## src/rtl/psci_pkg.sv

```systemverilog
// Constants, register map and types of the pressure control and irq block
//----------------------------------------------------------------------
// What this block does
// - Power control bit 0 after boot keeps power-down; 1 makes device active.
// - Rate field 000 one-shot, 001..111 select the pressure/temperature rates.
// - Differential enable 1 runs threshold and interrupt circuitry; 0 stops it.
// - Block update holds an output until all its bytes were read.
// - Offset enable bit switches the calibration offset registers on or off.
// - Three-wire select 0 reads on serial out pin; 1 on shared pin.
// - Reload bit copies trim store to calibration, then clears itself.
// - Reload takes effect at the next pressure rate tick, at most one output data rate period after being set.
// - Soft reset together with reload restores power-on configuration.
// - Auto-zero captures pressure as reference; output then reads difference.
// - One-shot bit in rate 000 runs one conversion, sets flags, self-clears.
// - Polarity bit 0 makes pads active high, 1 active low.
// - Drive type bit 0 push-pull, 1 open drain on both pads.
// - Per-pad 3-bit source selector: ground, high, low, either, ready, off.
// - Data-ready source shows that a new pressure value is available.
// - Latch enable holds interrupt requests in the source register.
// - Low event enable requests interrupt when difference is below threshold.
// - High event enable requests interrupt when difference is above threshold.
// - Reference is 24-bit two's complement in three bytes, added to output; subtracted from it once auto-zero is active.
// - Threshold is a 16-bit unsigned value in low and high bytes.
// - Pressure ready flag sets on new sample, clears on pressure read.
// - Calibration offset acts on output pressure only when enabled.
//----------------------------------------------------------------------
package psci_pkg;
  //----------------------------------------------------------------------
  // Register offsets
  //----------------------------------------------------------------------
  localparam logic [6:0] ADR_REF_XL = 7'h08, ADR_REF_L = 7'h09;
  localparam logic [6:0] ADR_REF_H = 7'h0a, ADR_ID = 7'h0f;
  localparam logic [6:0] ADR_CTRL1 = 7'h20, ADR_CTRL2 = 7'h21;
  localparam logic [6:0] ADR_CTRL3 = 7'h22, ADR_EVCFG = 7'h23;
  localparam logic [6:0] ADR_ISRC = 7'h24, ADR_THS_L = 7'h25;
  localparam logic [6:0] ADR_THS_H = 7'h26, ADR_STATUS = 7'h27;
  localparam logic [6:0] ADR_POUT_XL = 7'h28, ADR_POUT_L = 7'h29;
  localparam logic [6:0] ADR_POUT_H = 7'h2a, ADR_TOUT_L = 7'h2b;
  localparam logic [6:0] ADR_TOUT_H = 7'h2c, ADR_OFS_XL = 7'h3c;
  localparam logic [6:0] ADR_OFS_L = 7'h3d, ADR_OFS_H = 7'h3e;
  //----------------------------------------------------------------------
  // Reset values and codes
  //----------------------------------------------------------------------
  localparam logic [7:0] CTRL_RST = 8'h00;
  localparam logic [7:0] EVCFG_RST = 8'h00;
  // Identity value is arbitrary
  localparam logic [7:0] ID_VALUE = 8'h5a;
  localparam logic [15:0] TRIM_RST = 16'h0000;
  localparam logic [2:0] RATE_ONE_SHOT = 3'h0;
  localparam logic [2:0] SEL_GND = 3'h0, SEL_HIGH = 3'h1, SEL_LOW = 3'h2;
  localparam logic [2:0] SEL_EITHER = 3'h3, SEL_DRDY = 3'h4;
  localparam logic [2:0] SEL_HIZ = 3'h7;
  //----------------------------------------------------------------------
  // Timing
  //----------------------------------------------------------------------
  localparam longint CLK_HZ = 125_000_000;
  localparam longint RATE_1HZ_MHZ = 1000, RATE_7HZ_MHZ = 7000;
  localparam longint RATE_12HZ5_MHZ = 12500, RATE_25HZ_MHZ = 25000;
  localparam int PER_1HZ_CYC = int'(CLK_HZ * 1000 / RATE_1HZ_MHZ);
  localparam int PER_7HZ_CYC = int'(CLK_HZ * 1000 / RATE_7HZ_MHZ);
  localparam int PER_12HZ5_CYC = int'(CLK_HZ * 1000 / RATE_12HZ5_MHZ);
  localparam int PER_25HZ_CYC = int'(CLK_HZ * 1000 / RATE_25HZ_MHZ);
  //----------------------------------------------------------------------
  // Types
  //----------------------------------------------------------------------
  typedef struct packed {
    logic power_active_bit;
    logic [2:0] sample_rate_sel;
    logic differential_enable;
    logic block_update;
    logic offset_enable;
    logic three_wire_select;
  } psci_ctrl1_type;
  typedef struct packed {
    logic reload_req;
    logic [3:0] spare;
    logic soft_reset_req;
    logic auto_zero;
    logic one_shot;
  } psci_ctrl2_type;
  typedef struct packed {
    logic irq_active_low;
    logic irq_drive_type;
    logic [2:0] second_pad_source_sel;
    logic [2:0] first_pad_source_sel;
  } psci_ctrl3_type;
  typedef struct packed {
    logic [4:0] spare;
    logic irq_latch_enable;
    logic low_event_enable;
    logic high_event_enable;
  } psci_evcfg_type;
  typedef enum logic [3:0] {
    SPI_IDLE = 4'b0001,
    SPI_CMD = 4'b0010,
    SPI_WR = 4'b0100,
    SPI_RD = 4'b1000
  } psci_spi_state_type;
endpackage

```

## src/rtl/psci_top.sv

```systemverilog
// Control, output and interrupt pad logic of the pressure sensor
module psci_top #(
  parameter int PER_1HZ = psci_pkg::PER_1HZ_CYC,
  parameter int PER_7HZ = psci_pkg::PER_7HZ_CYC,
  parameter int PER_12HZ5 = psci_pkg::PER_12HZ5_CYC,
  parameter int PER_25HZ = psci_pkg::PER_25HZ_CYC
) (
  // Clock and reset
  input wire logic core_clk,
  input wire logic rst_b,
  // Serial link
  input wire logic spi_cs_b,
  input wire logic spi_clk,
  input wire logic shared_serial_pin_in,
  output logic shared_serial_pin_out,
  output logic shared_serial_pin_oe,
  output logic serial_out_pin,
  output logic serial_out_pin_oe,
  // Sensor front end and trim store
  input wire logic [23:0] sensor_press,
  input wire logic [15:0] sensor_temp,
  input wire logic [15:0] trim_store,
  output logic [15:0] calib_trim,
  output logic power_active,
  // Interrupt pads
  output logic first_irq_pad_out,
  output logic first_irq_pad_oe,
  output logic second_irq_pad_out,
  output logic second_irq_pad_oe
);
  import psci_pkg::*;

  psci_ctrl1_type ctrl1_reg;
  psci_ctrl2_type ctrl2_reg;
  psci_ctrl3_type ctrl3_reg;
  psci_evcfg_type evcfg_reg;
  psci_spi_state_type state_reg;
  logic cs_s1_reg, cs_s2_reg, ck_s1_reg, ck_s2_reg, ck_s3_reg;
  logic di_s1_reg, di_s2_reg, ck_rise, ck_fall, byte_done;
  logic [2:0] bit_cnt_reg;
  logic [7:0] sh_reg, tx_reg, dout_reg, byte_in, rd_dat;
  logic [6:0] addr_reg, addr_next, rd_adr;
  logic ms_reg, wr_stb, rd_stb, sw_rst, boot_done, init_reg;
  logic [23:0] ref_reg, ofs_reg, pout_reg, comp, pout_next, diff;
  logic [15:0] ths_reg, tout_reg;
  logic [1:0] tick, pad_out_reg, pad_oe_reg;
  logic p_new, t_new, oneshot_mode, conv_go, eval, above, below;
  logic az_pend_reg, az_reg, pda_reg, tda_reg, por_reg, tor_reg;
  logic [2:0] isrc_reg, evv, pmask_reg, pmask_next;
  logic [1:0] tmask_reg, tmask_next;
  logic rd_ph, rd_th, rd_isrc, rd_take, plock, tlock;
  logic [25:0] diffx, thx;

  //----------------------------------------------------------------------
  // Link synchronisers
  //----------------------------------------------------------------------
  always_ff @(posedge core_clk or negedge rst_b)
  begin
    if (!rst_b)
    begin
      cs_s1_reg <= 1'b1;
      cs_s2_reg <= 1'b1;
      ck_s1_reg <= 1'b1;
      ck_s2_reg <= 1'b1;
      ck_s3_reg <= 1'b1;
      di_s1_reg <= 1'b0;
      di_s2_reg <= 1'b0;
    end
    else
    begin
      cs_s1_reg <= spi_cs_b;
      cs_s2_reg <= cs_s1_reg;
      ck_s1_reg <= spi_clk;
      ck_s2_reg <= ck_s1_reg;
      ck_s3_reg <= ck_s2_reg;
      di_s1_reg <= shared_serial_pin_in;
      di_s2_reg <= di_s1_reg;
    end
  end

  //----------------------------------------------------------------------
  // Serial register access
  //----------------------------------------------------------------------
  assign ck_rise = ck_s2_reg && !ck_s3_reg;
  assign ck_fall = !ck_s2_reg && ck_s3_reg;
  assign byte_in = {sh_reg[6:0], di_s2_reg};
  assign byte_done = ck_rise && bit_cnt_reg == 3'd7 && !cs_s2_reg;
  assign addr_next = addr_reg + {6'h00, ms_reg};
  assign wr_stb = byte_done && state_reg == SPI_WR;
  assign rd_stb = byte_done &&
    ((state_reg == SPI_CMD && byte_in[7]) || state_reg == SPI_RD);
  assign rd_adr = (state_reg == SPI_CMD) ? {1'b0, byte_in[5:0]} : addr_next;

  always_ff @(posedge core_clk or negedge rst_b)
  begin
    if (!rst_b)
    begin
      state_reg <= SPI_IDLE;
      bit_cnt_reg <= 3'h0;
      sh_reg <= 8'h00;
      addr_reg <= 7'h00;
      ms_reg <= 1'b0;
      tx_reg <= 8'h00;
      dout_reg <= 8'h00;
    end
    else if (cs_s2_reg)
    begin
      state_reg <= SPI_IDLE;
      bit_cnt_reg <= 3'h0;
    end
    else
    begin
      if (state_reg == SPI_IDLE)
        state_reg <= SPI_CMD;
      if (ck_rise)
      begin
        sh_reg <= byte_in;
        bit_cnt_reg <= bit_cnt_reg + 3'd1;
      end
      if (byte_done)
      begin
        case (state_reg)
          SPI_CMD: state_reg <= byte_in[7] ? SPI_RD : SPI_WR;
          SPI_WR: state_reg <= SPI_WR;
          SPI_RD: state_reg <= SPI_RD;
          default: state_reg <= SPI_IDLE;
        endcase
        if (state_reg == SPI_CMD)
          ms_reg <= byte_in[6];
        addr_reg <= (state_reg == SPI_WR) ? addr_next : rd_adr;
        tx_reg <= rd_dat;
      end
      if (ck_fall && state_reg == SPI_RD)
        dout_reg <= {7'h00, tx_reg[3'd7 - bit_cnt_reg]};
    end
  end

  assign serial_out_pin = dout_reg[0];
  assign shared_serial_pin_out = dout_reg[0];
  assign serial_out_pin_oe = state_reg == SPI_RD && !cs_s2_reg &&
    !ctrl1_reg.three_wire_select;
  assign shared_serial_pin_oe = state_reg == SPI_RD && !cs_s2_reg &&
    ctrl1_reg.three_wire_select;

  always_comb
  begin
    case (rd_adr)
      ADR_REF_XL: rd_dat = ref_reg[7:0];
      ADR_REF_L: rd_dat = ref_reg[15:8];
      ADR_REF_H: rd_dat = ref_reg[23:16];
      ADR_ID: rd_dat = ID_VALUE;
      ADR_CTRL1: rd_dat = ctrl1_reg;
      ADR_CTRL2: rd_dat = ctrl2_reg;
      ADR_CTRL3: rd_dat = ctrl3_reg;
      ADR_EVCFG: rd_dat = evcfg_reg;
      ADR_ISRC: rd_dat = {5'h00, isrc_reg};
      ADR_THS_L: rd_dat = ths_reg[7:0];
      ADR_THS_H: rd_dat = ths_reg[15:8];
      ADR_STATUS: rd_dat = {2'h0, por_reg, tor_reg, 2'h0, pda_reg, tda_reg};
      ADR_POUT_XL: rd_dat = pout_reg[7:0];
      ADR_POUT_L: rd_dat = pout_reg[15:8];
      ADR_POUT_H: rd_dat = pout_reg[23:16];
      ADR_TOUT_L: rd_dat = tout_reg[7:0];
      ADR_TOUT_H: rd_dat = tout_reg[15:8];
      ADR_OFS_XL: rd_dat = ofs_reg[7:0];
      ADR_OFS_L: rd_dat = ofs_reg[15:8];
      ADR_OFS_H: rd_dat = ofs_reg[23:16];
      default: rd_dat = 8'h00;
    endcase
  end

  //----------------------------------------------------------------------
  // Rate ticks
  //----------------------------------------------------------------------
  function automatic logic [31:0] rate_cycles(input logic [2:0] r,
                                              input logic temp);
    case (r)
      3'h1: rate_cycles = 32'(PER_1HZ);
      3'h2: rate_cycles = temp ? 32'(PER_1HZ) : 32'(PER_7HZ);
      3'h3: rate_cycles = temp ? 32'(PER_1HZ) : 32'(PER_12HZ5);
      3'h4: rate_cycles = temp ? 32'(PER_1HZ) : 32'(PER_25HZ);
      3'h5: rate_cycles = 32'(PER_7HZ);
      3'h6: rate_cycles = 32'(PER_12HZ5);
      default: rate_cycles = 32'(PER_25HZ);
    endcase
  endfunction

  for (genvar i = 0; i < 2; i++)
  begin : g_tick
    logic [31:0] cnt_reg;
    logic [31:0] per;
    assign per = rate_cycles(ctrl1_reg.sample_rate_sel, i == 1);
    assign tick[i] = cnt_reg >= per - 32'd1;
    always_ff @(posedge core_clk or negedge rst_b)
    begin
      if (!rst_b)
        cnt_reg <= 32'h0;
      else if (tick[i])
        cnt_reg <= 32'h0;
      else
        cnt_reg <= cnt_reg + 32'd1;
    end
  end

  //----------------------------------------------------------------------
  // Conversion and pressure arithmetic
  //----------------------------------------------------------------------
  assign oneshot_mode = ctrl1_reg.sample_rate_sel == RATE_ONE_SHOT;
  assign conv_go = ctrl1_reg.power_active_bit &&
    (!oneshot_mode || ctrl2_reg.one_shot);
  assign p_new = conv_go && tick[0];
  assign t_new = conv_go && (oneshot_mode ? tick[0] : tick[1]);
  assign comp = sensor_press +
    (ctrl1_reg.offset_enable ? ofs_reg : 24'h0);
  assign pout_next = az_reg ? comp - ref_reg : comp + ref_reg;
  assign diff = comp - ref_reg;
  assign diffx = {{2{diff[23]}}, diff};
  assign thx = {2'h0, ths_reg, 8'h00};
  assign above = $signed(diffx) > $signed(thx);
  assign below = $signed(diffx) < -$signed(thx);
  assign eval = p_new && ctrl1_reg.differential_enable;
  assign evv[0] = above && evcfg_reg.high_event_enable;
  assign evv[1] = below && evcfg_reg.low_event_enable;
  assign evv[2] = evv[0] || evv[1];
  assign boot_done = ctrl2_reg.reload_req && tick[0];
  assign sw_rst = boot_done && ctrl2_reg.soft_reset_req;
  // Side effects once a byte starts to leave, never on a dropped prefetch
  assign rd_take = ck_fall && state_reg == SPI_RD && bit_cnt_reg == 3'd0 &&
    !cs_s2_reg;
  assign rd_ph = rd_take && addr_reg == ADR_POUT_H;
  assign rd_th = rd_take && addr_reg == ADR_TOUT_H;
  assign rd_isrc = rd_take && addr_reg == ADR_ISRC;
  assign plock = ctrl1_reg.block_update && pmask_reg != 3'h0;
  assign tlock = ctrl1_reg.block_update && tmask_reg != 2'h0;

  always_comb
  begin
    pmask_next = pmask_reg;
    tmask_next = tmask_reg;
    if (rd_take && addr_reg == ADR_POUT_XL)
      pmask_next[0] = 1'b1;
    if (rd_take && addr_reg == ADR_POUT_L)
      pmask_next[1] = 1'b1;
    if (rd_ph)
      pmask_next[2] = 1'b1;
    if (rd_take && addr_reg == ADR_TOUT_L)
      tmask_next[0] = 1'b1;
    if (rd_th)
      tmask_next[1] = 1'b1;
    if (pmask_next == 3'h7)
      pmask_next = 3'h0;
    if (tmask_next == 2'h3)
      tmask_next = 2'h0;
  end

  //----------------------------------------------------------------------
  // Control registers
  //----------------------------------------------------------------------
  always_ff @(posedge core_clk or negedge rst_b)
  begin
    if (!rst_b)
    begin
      ctrl1_reg <= CTRL_RST;
      ctrl2_reg <= CTRL_RST;
      ctrl3_reg <= CTRL_RST;
      evcfg_reg <= EVCFG_RST;
    end
    else if (sw_rst)
    begin
      ctrl1_reg <= CTRL_RST;
      ctrl2_reg <= CTRL_RST;
      ctrl3_reg <= CTRL_RST;
      evcfg_reg <= EVCFG_RST;
    end
    else
    begin
      if (wr_stb && addr_reg == ADR_CTRL1)
        ctrl1_reg <= byte_in;
      if (wr_stb && addr_reg == ADR_CTRL3)
        ctrl3_reg <= byte_in;
      if (wr_stb && addr_reg == ADR_EVCFG)
        evcfg_reg <= byte_in;
      if (wr_stb && addr_reg == ADR_CTRL2)
        ctrl2_reg <= byte_in;
      else
      begin
        if (boot_done)
          ctrl2_reg.reload_req <= 1'b0;
        if (p_new && oneshot_mode)
          ctrl2_reg.one_shot <= 1'b0;
      end
    end
  end

  always_ff @(posedge core_clk or negedge rst_b)
  begin
    if (!rst_b)
    begin
      calib_trim <= TRIM_RST;
      init_reg <= 1'b1;
    end
    else
    begin
      init_reg <= 1'b0;
      if (init_reg || boot_done)
        calib_trim <= trim_store;
    end
  end

  always_ff @(posedge core_clk or negedge rst_b)
  begin
    if (!rst_b)
    begin
      ref_reg <= 24'h0;
      ths_reg <= 16'h0;
      ofs_reg <= 24'h0;
      az_pend_reg <= 1'b0;
      az_reg <= 1'b0;
    end
    else if (sw_rst)
    begin
      ref_reg <= 24'h0;
      ths_reg <= 16'h0;
      ofs_reg <= 24'h0;
      az_pend_reg <= 1'b0;
      az_reg <= 1'b0;
    end
    else
    begin
      if (wr_stb && addr_reg == ADR_CTRL2)
        az_pend_reg <= byte_in[1];
      else if (p_new && az_pend_reg)
        az_pend_reg <= 1'b0;
      if (!ctrl2_reg.auto_zero)
        az_reg <= 1'b0;
      else if (p_new && az_pend_reg)
        az_reg <= 1'b1;
      if (p_new && az_pend_reg)
        ref_reg <= comp;
      else if (wr_stb && addr_reg == ADR_REF_XL)
        ref_reg[7:0] <= byte_in;
      else if (wr_stb && addr_reg == ADR_REF_L)
        ref_reg[15:8] <= byte_in;
      else if (wr_stb && addr_reg == ADR_REF_H)
        ref_reg[23:16] <= byte_in;
      if (wr_stb && addr_reg == ADR_THS_L)
        ths_reg[7:0] <= byte_in;
      if (wr_stb && addr_reg == ADR_THS_H)
        ths_reg[15:8] <= byte_in;
      if (wr_stb && addr_reg == ADR_OFS_XL)
        ofs_reg[7:0] <= byte_in;
      if (wr_stb && addr_reg == ADR_OFS_L)
        ofs_reg[15:8] <= byte_in;
      if (wr_stb && addr_reg == ADR_OFS_H)
        ofs_reg[23:16] <= byte_in;
    end
  end

  //----------------------------------------------------------------------
  // Outputs, status and interrupt source
  //----------------------------------------------------------------------
  always_ff @(posedge core_clk or negedge rst_b)
  begin
    if (!rst_b)
    begin
      pout_reg <= 24'h0;
      tout_reg <= 16'h0;
      pmask_reg <= 3'h0;
      tmask_reg <= 2'h0;
      {pda_reg, tda_reg, por_reg, tor_reg} <= 4'h0;
      isrc_reg <= 3'h0;
    end
    else if (sw_rst)
    begin
      pout_reg <= 24'h0;
      tout_reg <= 16'h0;
      pmask_reg <= 3'h0;
      tmask_reg <= 2'h0;
      {pda_reg, tda_reg, por_reg, tor_reg} <= 4'h0;
      isrc_reg <= 3'h0;
    end
    else
    begin
      pmask_reg <= pmask_next;
      tmask_reg <= tmask_next;
      if (p_new && !plock)
        pout_reg <= az_pend_reg ? 24'h0 : pout_next;
      if (t_new && !tlock)
        tout_reg <= sensor_temp;
      pda_reg <= p_new || (pda_reg && !rd_ph);
      por_reg <= (p_new && pda_reg) || (por_reg && !rd_ph);
      tda_reg <= t_new || (tda_reg && !rd_th);
      tor_reg <= (t_new && tda_reg) || (tor_reg && !rd_th);
      if (!ctrl1_reg.differential_enable)
        isrc_reg <= 3'h0;
      else if (evcfg_reg.irq_latch_enable)
        isrc_reg <= (eval ? evv : 3'h0) | (rd_isrc ? 3'h0 : isrc_reg);
      else if (eval)
        isrc_reg <= evv;
    end
  end

  //----------------------------------------------------------------------
  // Interrupt pads
  //----------------------------------------------------------------------
  for (genvar i = 0; i < 2; i++)
  begin : g_pad
    logic [2:0] sel;
    logic act, lvl;
    assign sel = (i == 0) ? ctrl3_reg.first_pad_source_sel :
      ctrl3_reg.second_pad_source_sel;
    always_comb
    begin
      case (sel)
        SEL_HIGH: act = isrc_reg[0];
        SEL_LOW: act = isrc_reg[1];
        SEL_EITHER: act = isrc_reg[0] || isrc_reg[1];
        SEL_DRDY: act = pda_reg;
        default: act = 1'b0;
      endcase
      lvl = (sel == SEL_GND) ? 1'b0 : act ^ ctrl3_reg.irq_active_low;
    end
    always_ff @(posedge core_clk or negedge rst_b)
    begin
      if (!rst_b)
      begin
        pad_out_reg[i] <= 1'b0;
        pad_oe_reg[i] <= 1'b0;
      end
      else
      begin
        pad_out_reg[i] <= ctrl3_reg.irq_drive_type ? 1'b0 : lvl;
        pad_oe_reg[i] <= sel != SEL_HIZ &&
          (!ctrl3_reg.irq_drive_type || !lvl);
      end
    end
  end

  assign first_irq_pad_out = pad_out_reg[0];
  assign first_irq_pad_oe = pad_oe_reg[0];
  assign second_irq_pad_out = pad_out_reg[1];
  assign second_irq_pad_oe = pad_oe_reg[1];
  assign power_active = ctrl1_reg.power_active_bit;
endmodule // psci_top

```

## config.mk

```make
export PLATFORM = sky130hd
export DESIGN_NAME = psci_top
export DESIGN_NICKNAME = d
export VERILOG_FILES = /design/src/rtl/psci_pkg.sv /design/src/rtl/psci_top.sv
export SDC_FILE = /design/constraint.sdc
export NUM_CORES = 1
export LEC_CHECK = 0
export ABC_AREA = 1
export BUFFER_PORTS_ARGS = -buffer_cell sky130_fd_sc_hd__buf_2
export CAP_MARGIN = 20
export CORE_MARGIN = 4
export CORE_UTILIZATION = 63
export CTS_BUF_LIST = sky130_fd_sc_hd__clkbuf_4 sky130_fd_sc_hd__clkbuf_8 sky130_fd_sc_hd__clkbuf_16
export DETAILED_ROUTE_END_ITERATION = 16
export PLACE_DENSITY_LB_ADDON = 0.05
export SLEW_MARGIN = 20
export SYNTH_ARGS = -nofsm -noshare
export SYNTH_HDL_FRONTEND = slang
export SYNTH_SLANG_ARGS = --single-unit
```

## constraint.sdc

```tcl
create_clock -name core_clk -period 5.9 [get_ports core_clk]
set_clock_uncertainty 0.1 [all_clocks]
set_input_delay 0.295 -clock core_clk [delete_from_list [all_inputs] [get_ports core_clk]]
set_output_delay 0.295 -clock core_clk [all_outputs]
set_load 0.05 [all_outputs]
```

==> results of run 1 <==
==> synthesized netlist by cell type (all sizes together) (12+ instances only) <==
cell type / n
nand2: 650
inv: 397
dfrtp: 266
nor2: 256
o21ai: 216
ha: 152
nand3: 136
a21oi: 133
xor2: 59
nor3: 56
nand4: 49
o22ai: 34
buf: 33
clkbuf: 24
xnor2: 23
a211oi: 17
mux2: 16
o211ai: 14
a31oi: 12
==> tightest hold or removal path, cell delays in order <==
cell     delay (ps)
buf_2            90
ha_1            180
o21ai_0         110
o21ai_0         170
==> what timing repair did <==
item,4_1_cts,5_1_grt
gates resized for setup,0,69
endpoints found under the hold margin,122,0
setup endpoints to repair,0,3
setup buffers,0,4
hold buffers,36,0
==> routing by layer <==
layer  wire length (um)  share of wire, %  vias to the layer above
met5                  9             0.013                        -
met4               4294               6.3                        2
met3               6319               9.3                      305
met2              31760                47                     1300
met1              25390                37                     9189
li1                   -                 -                     9009
==> power groups by stage <==
stage | combinational [mW] | sequential (mW) | clock, mW
3_3_place_gp | 0.547 | 1.96 | 0
6_report | 0.617 | 1.94 | 2.02
4_1_cts | 0.579 | 1.93 | 1.99
5_1_grt | 0.659 | 1.94 | 2.09
2_1_floorplan | 0.283 | 1.99 | 0
3_5_place_dp | 0.555 | 1.96 | 0
==> how the worst min path moves through the flow <==
stage | start | slack (ps) | to
5_1_grt | ck_s1_reg$_DFF_PN1_ | 270 | ck_s2_reg$_DFF_PN1_
3_3_place_gp | di_s1_reg$_DFF_PN0_ | 240 | di_s2_reg$_DFF_PN0_
6_report | sensor_press[0] | 220 | ref_reg[0]$_DFFE_PN0P_
2_1_floorplan | rst_b | -100 | addr_reg[0]$_DFFE_PN0P_
4_1_cts | sensor_press[0] | 180 | ref_reg[0]$_DFFE_PN0P_
3_5_place_dp | di_s1_reg$_DFF_PN0_ | 240 | di_s2_reg$_DFF_PN0_
==> area by class of cell <==
| cell class | count | area, um^2 |
|---|---|---|
| flip-flops and latches | 273 | 6842 |
| well taps | 390 | 488.0 |
| clock buffers | 34 | 788.3 |
| diodes | 3 | 7.507 |
| inverters | 398 | 1494 |
| fillers | 2317 | 7918 |
| multi-input cells | 1933 | 11120 |
| repair buffers | 152 | 1045 |
| clock inverters | 20 | 251.5 |
==> stage by stage <==
| step | setup TNS (ps) | hold WS (ps) |
|---|---|---|
| 6_report | 0 | 223.2 |
| 5_1_grt | -36.64 | 271.3 |
| 4_1_cts | 0 | 175.3 |
| 3_5_place_dp | 0 | 240.3 |
| 3_3_place_gp | 0 | 236.8 |
| 2_1_floorplan | 0 | -100.6 |
==> cells by family (layout without fill, tap and decap cells) <==
kind of cell / count (synthesis) / after routing / share of synthesized area (%)
buffers and inverters: 455 / 604 / 9.009
AOI/OAI and AO/OA: 496 / 496 / 14.89
other: 2 / 13 / 0.03876
muxes: 16 / 16 / 0.9300
xor gates and xnor gates: 82 / 82 / 3.707
DFF: 273 / 273 / 35.31
adders and majority gates: 155 / 155 / 10.13
and+or+nand+nor: 1174 / 1174 / 25.99
==> flow_summary.toml, run 1 <==
[placement]
dpl_cell_area_mm2 = 0.02030
dp_hpwl_um = 49820
place_congestion = 1.066
dp_slack_ps = 126.7
dp.cells = 3106
portBuffers = 85

[route]
num_vias = 19810
wl_um = 67780
drt_pass1_iterations = 9
drcViolationCount = 0
wl_per_cell_um = 21.16
viasPerCell = 6.183
drt_iter0_markers = 2226
ant_nets = 0

[global_route]
grtUsageMet1_pct = 49.46
grt_pass1_wl_um = 104400
grt_use_total_pct = 39.26
grt_start_max_net_pins = 180
grt_overflow = 0
grt_pass1_vias = 19080
gr-usage-met2_pct = 65.43
antenna_found_initial = 2
grt_busiest_layer = "met2"
met3_usage_pct = 6.763

[critical_path]
cp.arrival_ps = 5910
path_depth = 37
critPathKind = "register to register"
crit_required_ps = 6270
endpoint = "isrc_reg[0]$_DFFE_PN0P_"
crit_path_max_fanout = 6
start_kind = "register"
rr_worst_depth = 37
endpoint_kind = "register"
crit_path_max_incr_delay_ps = 440
r2r_end = "isrc_reg[0]$_DFFE_PN0P_"
path_delay_family = "simple AND/OR/NAND/NOR gates"
crit_start = "ctrl1_reg[1]$_DFFE_PN0P_"
ff2ff_setup_slack_ps = 360
path_buf_inv = 6
timing.rr.start = "ctrl1_reg[1]$_DFFE_PN0P_"
crit_top_cell = "nand2_1"
crit_slowest_cell = "dfrtp_2"

[job]
maxCapViolations = 0

[sta]
tightest_slew_ps = 1004
drv_slew = 0
finalSetupViolCount = 0
max_slew_margin_pct = 32.99
period_needed_ps = 5542
period_share_pct = 93.92
hold_violations = 0
max_freq_mhz = 180.5
setup_ws_ps = 358.4

[synthesis]
ys_types = 62
synthFlopType = "dfrtp_1"
ys_warn_count = 0
synth_largest_area_cell = "dfrtp_1"
synth-seq-cells = 273
synth_cells = 2653
synth_edf_count = 0
synth.avg_cell_area_um2 = 7.303
synth_area_mm2 = 0.01937
yosysSeqAreaShare_pct = 35.31
synth_area_leaders = "dfrtp_1 (34%), nand2_1 (12%), ha_1 (9.8%)"
synth_top_area_share_pct = 34.36
ys_async_sr_fraction_pct = 100.0

[power]
p_clk_share_pct = 44.1
finalPower_mw = 4.569
seq_power_share_pct = 42.4
comb_power_share_pct = 13.5
switching_share_pct = 28.68
power_switching_mw = 1.310
p_leak_nw = 11.28
p_int_mw = 3.258
vdd_ir_drop_max_mv = 0.3216
powerDensity_mw_per_mm2 = 207.3

[final_layout]
final_core_util_pct = 73.57
stdcell_area_mm2 = 0.02204
layout_commonest_cell = "nand2_1"
drive_gt1_share_pct = 11.71
instances_no_fill = 3203
nets = 3003
largest_register_ffs = 64
areaGrowthSynthToFinish_pct = 13.74
final_cell_mix = "nand2_1 (637), inv_1 (365), dfrtp_1 (265), nor2_1 (233), o21ai_0 (187)"

[worst_hold_path]
min_path_cells = 4
holdCritPathClass = "input pin to register"

[die]
num_rows = 63
coreArea_mm2 = 0.02995
die_area_mm2 = 0.03362
fp.dieW_um = 183.4
initial_core_util_pct = 64.68
die_h_um = 183.4
ios = 86

[cts]
clock_sinks = 273
clkLatencyLatePin_ps = 580
cts_tree = "yes"
htreeDepth = 1
cts_root_buf = "clkbuf_16"
numCtsBuffers = 29
clockBufferDepth = 3
clkTransAtPathRegs_ps = 70

[run_status]
outcome = "finished clean"
Power figures use the tool's default switching activity.
==> run 2, diff against run 1 <==
- CORE_UTILIZATION: 63 -> 57
==> run 2 against run 1 <==
Net effect: hold slack lost 23 ps; register-to-register slack gained 70 ps; via count shrank 2.8%; clock-buffer cell count grew 6; worst setup slack gained 68 ps; sequential share of layout area shrank 0.12 points; utilization shrank 7.6 points; largest power group is now sequential cells; clock power shrank 7%; critical path depth is the same; fmax grew 1.2%; die area grew 10%.
==> flow_summary.toml, run 2 (same netlist as run 1, synthesis figures left out) <==
[run_status]
outcome = "finished clean"

[global_route]
grt_use_total_pct = 36.02
grt_pass1_vias = 18420
grt_start_max_net_pins = 146
grt_pass1_wl_um = 104000
antenna_found_initial = 1
grt_overflow = 0

[sta]
tightest_slew_ps = 1020
period_share_pct = 92.78
finalSetupViolCount = 0
finalSetupTns_ps = 0
max_freq_mhz = 182.7
hold_violations = 0
drv_slew = 0
max_slew_margin_pct = 31.24
whs_ps = 200.6
period_needed_ps = 5474

[power]
comb_power_share_pct = 14.1
p_int_mw = 3.162
seq_power_share_pct = 43.6
vdd_ir_drop_max_mv = 0.2884
switching_share_pct = 28.60
power_switching_mw = 1.266
p_clk_share_pct = 42.4
p_leak_nw = 11.33
finalPower_mw = 4.429
powerDensity_mw_per_mm2 = 200.2

[job]
maxCapViolations = 0

[cts]
clock_sinks = 273
clkLatencyLatePin_ps = 580
clkTransAtPathRegs_ps = 70
clockBufferDepth = 3
cts_tree = "yes"
numCtsBuffers = 29
cts_root_buf = "clkbuf_16"
htreeDepth = 1

[final_layout]
final_cell_mix = "nand2_1 (641), inv_1 (368), dfrtp_1 (265), nor2_1 (232), o21ai_0 (187)"
final_core_util_pct = 65.97
instances_no_fill = 3277
diodes = 0
layout_commonest_cell = "nand2_1"
drive_gt1_share_pct = 11.88
areaGrowthSynthToFinish_pct = 14.18
largest_register_ffs = 64
nets = 3024

[die]
num_rows = 67
die_area_mm2 = 0.03700
coreArea_mm2 = 0.03353
initial_core_util_pct = 57.78
die_h_um = 192.4
ios = 86
fp.dieW_um = 192.4

[critical_path]
start_kind = "register"
path_depth = 37
endpoint_kind = "register"
crit_path_max_fanout = 16
crit_required_ps = 6250
path_delay_family = "simple AND/OR/NAND/NOR gates"
ff2ff_setup_slack_ps = 430
crit_start = "ctrl1_reg[1]$_DFFE_PN0P_"
crit_top_cell = "nand2_1"
r2r_end = "isrc_reg[2]$_DFFE_PN0P_"
timing.rr.start = "ctrl1_reg[1]$_DFFE_PN0P_"
critPathKind = "register to register"
cp.arrival_ps = 5820
rr_worst_depth = 37
path_buf_inv = 6
endpoint = "isrc_reg[2]$_DFFE_PN0P_"
crit_path_max_incr_delay_ps = 440
crit_slowest_cell = "dfrtp_2"

[route]
wl_per_cell_um = 20.43
num_vias = 19250
drt_iter0_markers = 1757
viasPerCell = 5.874
ant_nets = 0
drcViolationCount = 0
wl_um = 66940
drt_pass1_iterations = 6

[placement]
place_congestion = 1.007
dp.cells = 3183
portBuffers = 85
dp_hpwl_um = 51600

[worst_hold_path]
holdCritPathClass = "input pin to register"
## run 2: cell types whose count changed in the layout (fill, tap and decap cells not counted), moves of 4 or more
cell	change
nand2_2	-4
nand2_1	+4
clkbuf_4	+6
buf_4	+22
ha_1	+6
clkinv_2	-5
## run 2: stage by stage
| stage | setup slack [ps] | instance area (um^2) |
|---|---|---|
| after global placement | 252.3 | 20530 |
| after detailed placement | 17.00 | 20540 |
| after global routing | -27.69 | 22120 |
| after floorplan | 661.7 | 19400 |
| after CTS | 52.28 | 21870 |
| final | 426.3 | 22120 |
## run 2: how the worst min path moves through the flow
stage	startpoint	to	slack (ps)	cells past startpoint
6_report	sensor_press[0]	ref_reg[0]$_DFFE_PN0P_	200	4
3_5_place_dp	di_s1_reg$_DFF_PN0_	di_s2_reg$_DFF_PN0_	240	0
4_1_cts	sensor_press[0]	ref_reg[0]$_DFFE_PN0P_	180	4
3_3_place_gp	di_s1_reg$_DFF_PN0_	di_s2_reg$_DFF_PN0_	240	0
2_1_floorplan	rst_b	addr_reg[0]$_DFFE_PN0P_	-100	0
5_1_grt	sensor_press[0]	ref_reg[0]$_DFFE_PN0P_	230	4
## run 2: worst register-to-register path, delay by kind of cell (launching register included)
family / cells / cell delay [ps]
xor+xnor: 1 / 100
flops: 1 / 440
buf+inv: 6 / 650
fa+ha+maj: 3 / 930
compound gates: 4 / 820
simple gates: 23 / 2280
## run 2: cell type report
type / count / area (um^2)
clock buffers: 40 / 833.3
clock inverters: 12 / 136.4
fillers: 2951 / 11410
inverters: 398 / 1494
multi-input cells: 1933 / 11060
flip-flops and latches: 273 / 6842
well taps: 448 / 560.5
repair buffers: 173 / 1199
## run 2: power groups by stage
| stage | Combinational, mW | Clock [mW] | Sequential, mW |
|---|---|---|---|
| after floorplan | 0.283 | 0 | 1.99 |
| after global placement | 0.570 | 0 | 1.96 |
| after detailed placement | 0.576 | 0 | 1.96 |
| after CTS | 0.597 | 1.89 | 1.93 |
| after global routing | 0.673 | 1.98 | 1.93 |
| final | 0.623 | 1.88 | 1.93 |
## run 2: repair_timing
action	in CTS	in global routing
endpoints found under the setup margin	2	3
endpoints found under the hold margin	156	0
pin swaps	0	10
gates resized for setup	1	49
buffers inserted	0	6
hold buffers	36	0
## run 2: metal layers
layer,track usage [%],vias up,wire length (um)
li1,-,9036,-
met1,47.11,9116,26290
met2,60.50,892,31830
met3,4.703,203,5211
met4,15.09,2,3594
met5,0,-,15
